`config.mk`:
```
export PLATFORM = sky130hd
export DESIGN_NAME = scp_sysclk_gen
export DESIGN_NICKNAME = d
export VERILOG_FILES = /design/src/verilog/scp_pkg.sv /design/src/verilog/scp_sysclk_gen.sv /design/src/verilog/scp_src_tap.sv
export VERILOG_INCLUDE_DIRS = /design/src /design/src/verilog
export SDC_FILE = /design/constraint.sdc
export NUM_CORES = 1
export LEC_CHECK = 0
export ABC_AREA = 1
export BUFFER_PORTS_ARGS = -buffer_cell sky130_fd_sc_hd__buf_4
export CORE_UTILIZATION = 55
export DETAILED_ROUTE_END_ITERATION = 10
export GPL_ROUTABILITY_DRIVEN = 0
export PLACE_DENSITY = 0.81
export SKIP_CTS_REPAIR_TIMING = 1
export SYNTH_ARGS = -nofsm -noshare
export SYNTH_HDL_FRONTEND = slang
export SYNTH_SLANG_ARGS = --single-unit
```
`constraint.sdc`:
```
create_clock -name clock -period 2.4 [get_ports clock]
set_input_delay 0.48 -clock clock [delete_from_list [all_inputs] [get_ports clock]]
set_output_delay 0.48 -clock clock [all_outputs]
set_load 0.01 [all_outputs]
```
`src/verilog/scp_defs.svh`:
```
// Functional notes
// - select 11 feeds system clock straight from direct input, same frequency and duty
// - select 10 with vco bypass set runs prescaler mode, oscillator divided
// - prescaler input is crystal input or internal clock source
// - division factor equals prescaler divider field plus one
// - factor one passes oscillator clock unchanged, duty cycle preserved
// - division factor reaches 1024 for the lowest system clock
// - crystal bypass at factor one behaves like direct drive
`ifndef SCP_DEFS_SVH
`define SCP_DEFS_SVH

`define SCP_DIV_W 10
`define SCP_SEL_DIRECT 2'h3
`define SCP_SEL_PRESC 2'h2
`define SCP_SEL_RST 2'h0
`define SCP_BYPASS_RST 1'h0
`define SCP_OSC_INT_RST 1'h0
`define SCP_DIV_RST 10'h000
`define SCP_DIV_ONE 10'h000
`define SCP_DIV_MAX 10'h3ff

`endif

```
`src/verilog/scp_pkg.sv`:
```
`include "scp_defs.svh"

package scp_pkg;

    typedef struct packed
    {
        logic [1:0] sel;
        logic bypass;
        logic osc_int;
        logic [`SCP_DIV_W-1:0] div;
    } scp_cfg_s;

    typedef enum logic [1:0]
    {
        SCP_RUN = 2'h0,
        SCP_HOLD = 2'h1
    } scp_state_e;

    function automatic logic scp_is_direct(input scp_cfg_s c);
        scp_is_direct = (c.sel == `SCP_SEL_DIRECT);
    endfunction

    function automatic logic scp_is_presc(input scp_cfg_s c);
        scp_is_presc = (c.sel == `SCP_SEL_PRESC) && c.bypass;
    endfunction

    // pll and wakeup selections are not built here; they park the clock low
    function automatic logic scp_cfg_valid(input scp_cfg_s c);
        scp_cfg_valid = scp_is_direct(c) || scp_is_presc(c);
    endfunction

    // direct drive has no divider in its path
    function automatic logic [`SCP_DIV_W-1:0] scp_eff_div(input scp_cfg_s c);
        scp_eff_div = scp_is_direct(c) ? `SCP_DIV_ONE : c.div;
    endfunction

endpackage

```
`src/verilog/scp_sysclk_gen.sv`:
```
`include "scp_defs.svh"

module scp_sysclk_gen
(
    input wire logic clock, // 250 MHz sampling clock
    input wire logic rst, // async reset, active high
    input wire logic crystal_input, // crystal oscillator level
    input wire logic internal_clock_source, // on-chip oscillator level
    input wire logic direct_clock_input, // direct drive clock level
    input wire logic [1:0] clock_source_select, // 11 direct, 10 pll/presc
    input wire logic vco_bypass, // 1 selects prescaler with select 10
    input wire logic osc_source_internal, // 1 internal, 0 crystal
    input wire logic [`SCP_DIV_W-1:0] prescaler_divider_field, // factor-1
    output logic sys_clk_out, // generated system clock
    output scp_pkg::scp_cfg_s active_cfg, // configuration in force
    output logic clock_running // clock generated from a valid source
);

    scp_pkg::scp_state_e st_r;
    scp_pkg::scp_state_e st_nxt;
    scp_pkg::scp_cfg_s act_r;
    scp_pkg::scp_cfg_s act_nxt;
    scp_pkg::scp_cfg_s req;
    logic [`SCP_DIV_W-1:0] cnt_r;
    logic [`SCP_DIV_W-1:0] cnt_nxt;
    logic [`SCP_DIV_W-1:0] eff_div;
    logic sys_clk_r;
    logic sys_clk_nxt;
    logic running_r;
    logic src_level;
    logic src_rise;
    logic src_edge;

    assign req = {clock_source_select, vco_bypass, osc_source_internal,
                  prescaler_divider_field};

    scp_src_tap u_tap
    (
        .clock(clock),
        .rst(rst),
        .crystal_input(crystal_input),
        .internal_clock_source(internal_clock_source),
        .direct_clock_input(direct_clock_input),
        .cfg(act_r),
        .src_level(src_level),
        .src_rise(src_rise),
        .src_edge(src_edge)
    );

    assign eff_div = scp_pkg::scp_eff_div(act_r);
    wire act_ok = scp_pkg::scp_cfg_valid(act_r);
    wire pend = req != act_r;
    wire run = st_r == scp_pkg::SCP_RUN;
    // output toggles after factor source half-periods; factor one follows
    // every source edge, so the source duty cycle passes through
    wire at_limit = cnt_r == eff_div;
    wire step = run && act_ok && src_edge;
    wire tog = step && at_limit;
    // a new setting is taken where a full low phase has just ended, or at once from an unbuilt setting,
    // so no pulse is ever cut short; a stopped source delays the switch
    wire go_hold = run && ((!act_ok && pend) || (tog && !sys_clk_r && pend));
    wire reload = go_hold || (!run && pend);
    wire start = !run && !pend && act_ok && src_rise;
    wire leave_off = !run && !pend && !act_ok;

    assign act_nxt = reload ? req : act_r;
    assign st_nxt = go_hold ? scp_pkg::SCP_HOLD :
                    (start || leave_off) ? scp_pkg::SCP_RUN : st_r;
    assign sys_clk_nxt = start ? 1'h1 :
                         go_hold ? 1'h0 :
                         tog ? !sys_clk_r : sys_clk_r;
    assign cnt_nxt = (start || reload || tog) ? `SCP_DIV_RST :
                     step ? cnt_r + 10'h001 : cnt_r;

    always_ff @(posedge clock or posedge rst)
    begin
        if (rst)
        begin
            st_r <= scp_pkg::SCP_RUN;
            act_r <= {`SCP_SEL_RST, `SCP_BYPASS_RST, `SCP_OSC_INT_RST,
                      `SCP_DIV_RST};
            cnt_r <= `SCP_DIV_RST;
            sys_clk_r <= 1'h0;
            running_r <= 1'h0;
        end
        else
        begin
            st_r <= st_nxt;
            act_r <= act_nxt;
            cnt_r <= cnt_nxt;
            sys_clk_r <= sys_clk_nxt;
            running_r <= (st_nxt == scp_pkg::SCP_RUN) &&
                         scp_pkg::scp_cfg_valid(act_nxt);
        end
    end

    assign sys_clk_out = sys_clk_r;
    assign active_cfg = act_r;
    assign clock_running = running_r;
endmodule // scp_sysclk_gen

```
`src/verilog/scp_src_tap.sv`:
```
`include "scp_defs.svh"

module scp_src_tap
(
    input wire logic clock, // system sampling clock
    input wire logic rst, // async reset, active high
    input wire logic crystal_input, // crystal oscillator level
    input wire logic internal_clock_source, // on-chip oscillator level
    input wire logic direct_clock_input, // direct drive clock level
    input wire scp_pkg::scp_cfg_s cfg, // configuration in force
    output logic src_level, // selected source level
    output logic src_rise, // selected source rose this cycle
    output logic src_edge // selected source changed this cycle
);

    logic xtal_prev_r;
    logic int_prev_r;
    logic dir_prev_r;

    // every source keeps its own history so a source swap makes no fake edge
    wire osc_now = cfg.osc_int ? internal_clock_source : crystal_input;
    wire osc_prev = cfg.osc_int ? int_prev_r : xtal_prev_r;
    wire is_dir = scp_pkg::scp_is_direct(cfg);
    wire src_prev = is_dir ? dir_prev_r : osc_prev;

    assign src_level = is_dir ? direct_clock_input : osc_now;
    assign src_rise = src_level && !src_prev;
    assign src_edge = src_level != src_prev;

    always_ff @(posedge clock or posedge rst)
    begin
        if (rst)
        begin
            xtal_prev_r <= 1'h0;
            int_prev_r <= 1'h0;
            dir_prev_r <= 1'h0;
        end
        else
        begin
            xtal_prev_r <= crystal_input;
            int_prev_r <= internal_clock_source;
            dir_prev_r <= direct_clock_input;
        end
    end
endmodule // scp_src_tap

```
[Yosys cells after proc, flatten, opt, wreduce, memory -nomap -nowiden]
Index checks and enable logic that the tools add are counted.
W data, S select, Z words.
Word-level totals
  bits in registers: 31
  latch bits: 0
  RAM bits: 0
  memory bits (read-only): 0
  input bits: 19
  output and inout port bits: 16
  logic and storage cells: 64
  memories: 0
Operators by class
  $add $sub $neg: 1
  $mul: 0
  div/mod/pow operators: 0
  order comparisons: 0
  equality and inequality tests: 7
  shifts and indexed selects: 0
  mux-type cells: 13
  bitwise operators: 0
  reductions and logical operators: 32
Operator list (number)
  $mux W10: 3
  $logic_and A1 B1 Y1: 16
  $mux W14: 1
  $ne A14 B14 Y1: 1
  $add A10 B1 Y10 const B: 1
  $eq A10 B10 Y1: 1
  $eq A2 B2 Y1 const B: 4
  $logic_or A1 B1 Y1: 7
  $mux W1: 7
  $logic_not A1 Y1: 5
  $logic_not A2 Y1: 2
  $mux W2: 2
  $reduce_bool A3 Y1: 1
  $reduce_bool A2 Y1: 1
  $ne A1 B1 Y1: 1

[Depth between registers and ports, before layout]
  depth in word-level cells: 16
  gate-level depth with buffers: 17
  depth with buffers taken out: 17

[Cells and area by module]
From an unflattened synthesis, not the netlist that was laid out.
Second synthesis, totals
  cell total of the unflattened synthesis: 261
  area total of the unflattened synthesis: 1920.6 sq um
Modules (own cells, without submodules)
  scp_sysclk_gen: times used 1, cells an instance 241, area each 1766.7 sq um, sequential area each 700.7 sq um
  scp_src_tap: times used 1, cells an instance 20, area each 153.9 sq um, sequential area each 75.1 sq um

[Worst setup path before layout]
OpenSTA, ideal clock, no wires.
  path kind: register to register
  start point: reg act_r, in the netlist active_cfg[13]
  end point: reg running_r, in the netlist clock_running
  library setup time: 115 ps
  arrival: 2090 ps
  data required time: 2285 ps
  setup slack: 194 ps
  cell stages (with the launch flop): 18
  path buffers: 1
  period minus slack after synthesis: 2206 ps
  cells stage by stage: dfrtp_1 > nand2_2 > buf_4 > nor2_1 > a31oi_1 > ha_1 > inv_1 > nand3_1 > nor2_1 > nand2_1 > nor2_2 > nand3_2 > nand2_2 > nand2_2 > nand2_1 > nand2_1 > nor2_1 > nor2_1
RTL lines
  start: declaration: RTL line scp_sysclk_gen.sv:21  | scp_pkg::scp_cfg_s act_r;
  start signal: assignment: RTL line scp_sysclk_gen.sv:80  | act_r <= {`SCP_SEL_RST, `SCP_BYPASS_RST, `SCP_OSC_INT_RST,
  start signal: assignment: RTL line scp_sysclk_gen.sv:89  | act_r <= act_nxt;
  end signal: assignment: RTL line scp_sysclk_gen.sv:92  | running_r <= (st_nxt == scp_pkg::SCP_RUN) &&
  end: declaration: RTL line scp_sysclk_gen.sv:29  | logic running_r;

==> results.ini <==
[run_status]
status = finished clean

[placed_design]
post_dp_cell_area_mm2 = 0.002188
dp_hpwl_um = 3003
dp.cells = 335
portBuffers = 34

[clock_network]
cts_htree_levels = 2
cts_max_path_buffers = 2
cts-root-buf = clkbuf_4
cts.sinks = 31
cts_tree = done
clk_pin_slew_ps = 110
cts-buffers-inserted = 5
clock_latency_ps = 340

[power]
ir_worst_vdd_mv = 0.3231
p_leak_uw = 0.001177
pwr_density_cell_mw_per_mm2 = 497.9
power_uw = 1146

[final_layout]
fin_area_mm2 = 0.002302
areaGrowthSynthToFinish_pct = 22.91
layout-drive-gt1-share = 0.2119
fin_cells = 346
postLayoutCoreUtil = 0.7302
diodes = 0
nets = 322

[yosys]
seq_area_frac_synth = 0.4142
syn_area_mm2 = 0.001873
synth_cells = 256
syn_avg_cell_area_um2 = 7.317
ys_warn_count = 0
synth_cell_type_count = 26
synthesis.nets = 277
synth_seq_cells = 31

[setup_path]
worst_setup_path_end_kind = flop
cp.required_ps = 2670
crit_fanout = 5
cp.arrival_ps = 2500
critPathKind = reg -> reg
start_kind = flop
cp-startpoint = active_cfg[10]$_DFFE_PP0N_
timing.rr.start = active_cfg[10]$_DFFE_PP0N_

[timing]
slew_headroom = 0.7367
slew_viol_final = 0
setup_tns_ps = 0
setup_viol = 0
post-route-min-period_ps = 2235
min_period_over_period = 0.9312
skew_ps = 11.81
tightestPinTransition_ps = 394.9
final_hold_viol_count = 0
max_freq_ghz = 0.4475

[detailed_routing]
totalWireLength_um = 4156
drt_iter0_drc = 65
viasPerCell = 5.118
route.detailed.drc = 0
vias = 1771
antenna_left = 0
post_drt_wl_per_cell_um = 12.01
dr.pass1.iters = 5

[hold_path]
hp-class = in -> async

[global_route]
grt_pass1_wl_um = 6762
grt_max_degree = 32
grt_pass1_vias = 1588
antenna_found_initial = 0
gr-total-overflow = 0
gr-usage-all-layers = 0.2538

[floorplan]
dieArea_mm2 = 0.003643
die_w_um = 60.36
io_pins = 35
die_height_um = 60.36
initial_core_util = 0.5940
rows = 20
coreArea_mm2 = 0.003153

[flow_run]
drv_cap = 0

## sequential cells by signal, summed over array words and instances, names as in the netlist
signal / flops
u_tap.dir_prev_r: 1
st_r: 2
clock_running: 1
sys_clk_out: 1
u_tap.int_prev_r: 1
active_cfg: 14
cnt_r: 10
u_tap.xtal_prev_r: 1
## Yosys cell counts
library cell | count | share of area
nand2_1 | 83 | 0.17
dfrtp_1 | 31 | 0.41
nor2_1 | 31 | 0.062
inv_1 | 27 | 0.054
nand3_1 | 23 | 0.061
xor2_1 | 13 | 0.061
nor3_1 | 7 | 0.019
o21ai_0 | 5 | 0.013
a21oi_1 | 4 | 0.011
buf_6 | 3 | 0.018
nand2_2 | 3 | 0.010
nand3_2 | 3 | 0.016
a31oi_1 | 2 | 0.0067
buf_2 | 2 | 0.0053
ha_1 | 2 | 0.013
nand4_1 | 2 | 0.0067
nor2_2 | 2 | 0.0067
nor3b_1 | 2 | 0.0080
nor4_1 | 2 | 0.0067
o21ai_1 | 2 | 0.0053
xnor2_1 | 2 | 0.0094
a21oi_2 | 1 | 0.0047
buf_4 | 1 | 0.0040
clkbuf_1 | 1 | 0.0020
nor4_4 | 1 | 0.011
o21a_1 | 1 | 0.0040
## stage by stage
step,setup WS (ps),hold slack (ps)
2_1_floorplan,194.2,480.9
3_3_place_gp,133.3,501.3
3_5_place_dp,71.86,502.0
4_1_cts,73.86,216.7
5_1_grt,-23.47,233.5
6_report,165.2,209.6
## final cells by class
type	count	area (um^2)
clock buffers	6	51.30
clock inverters	2	35.03
repair buffers	45	337.8
inverters	27	101.3
well taps	44	55.05
multi-input cells	191	945.9
fillers	289	850.8
flip-flops and latches	31	775.7
## power by group
part	internal (uW)	switching [uW]	total, uW
combinational	74.8	82.1	157
clock	246	188	434
sequential	537	19.1	556
## per-layer routing
layer | up-vias | global-route usage | wire (um)
met2 | 48 | 0.4411 | 2024
met5 | - | 0 | 0
met3 | 9 | 0.04478 | 145
met4 | 0 | 0.08638 | 68
met1 | 818 | 0.3179 | 1918
li1 | 896 | - | -
## path summary, 6_finish.rpt
path	endpoint	slack, ps	cells after the start
worst min-delay path	u_tap.dir_prev_r$_DFF_PP0_	210	3
worst min register to register	st_r[1]$_DFF_PP0_	520	1
worst max-delay path	clock_running$_DFF_PP0_	170	16
min in group clock	u_tap.dir_prev_r$_DFF_PP0_	240	1
max in group asynchronous	cnt_r[1]$_DFFE_PP0P_	1900	3
worst max register to register	clock_running$_DFF_PP0_	170	16
## critical path, stage by stage, from the launching register on
cell and delay (ps):
dfrtp_1 410, buf_4 130, nand2_1 50, a31oi_1 180
ha_1 250, inv_1 70, nand3_1 100, nor2_1 110
nand2_1 70, nor2_2 110, nand3_2 100, nand2_2 120
buf_4 160, nand3_2 50, nand2_1 80, nand2_1 50
nor2_1 110
## cells by family (layout without fill, tap and decap cells)
group	after synthesis	in the layout	synth area share
buffers and inverters	34	80	0.08350
DFF	31	31	0.4142
and+or+nand+nor	159	159	0.3741
adders and majority gates	2	2	0.01336
AOI/OAI and AO/OA	15	15	0.04476
xor gates and xnor gates	15	15	0.07014
## layout by cell type (no fill, tap or decap)
cell / count
nand2_1: 83
buf_4: 45
nor2_1: 31
dfrtp_1: 31
inv_1: 26
nand3_1: 23
xor2_1: 13
nor3_1: 7
clkbuf_4: 5
a21oi_1: 4
o21ai_0: 4
nand3_2: 3
o21ai_1: 3
nand2_2: 2
nand4_1: 2
nor4_1: 2
xnor2_1: 2
nor2_2: 2
nor3b_1: 2
a31oi_1: 2
ha_1: 2
nand2_4: 1
inv_2: 1
a21oi_2: 1
o21a_1: 1
nor4_4: 1
clkbuf_8: 1
clkinv_2: 1
bufinv_16: 1
No activity file was read; power rests on OpenSTA's default activity.
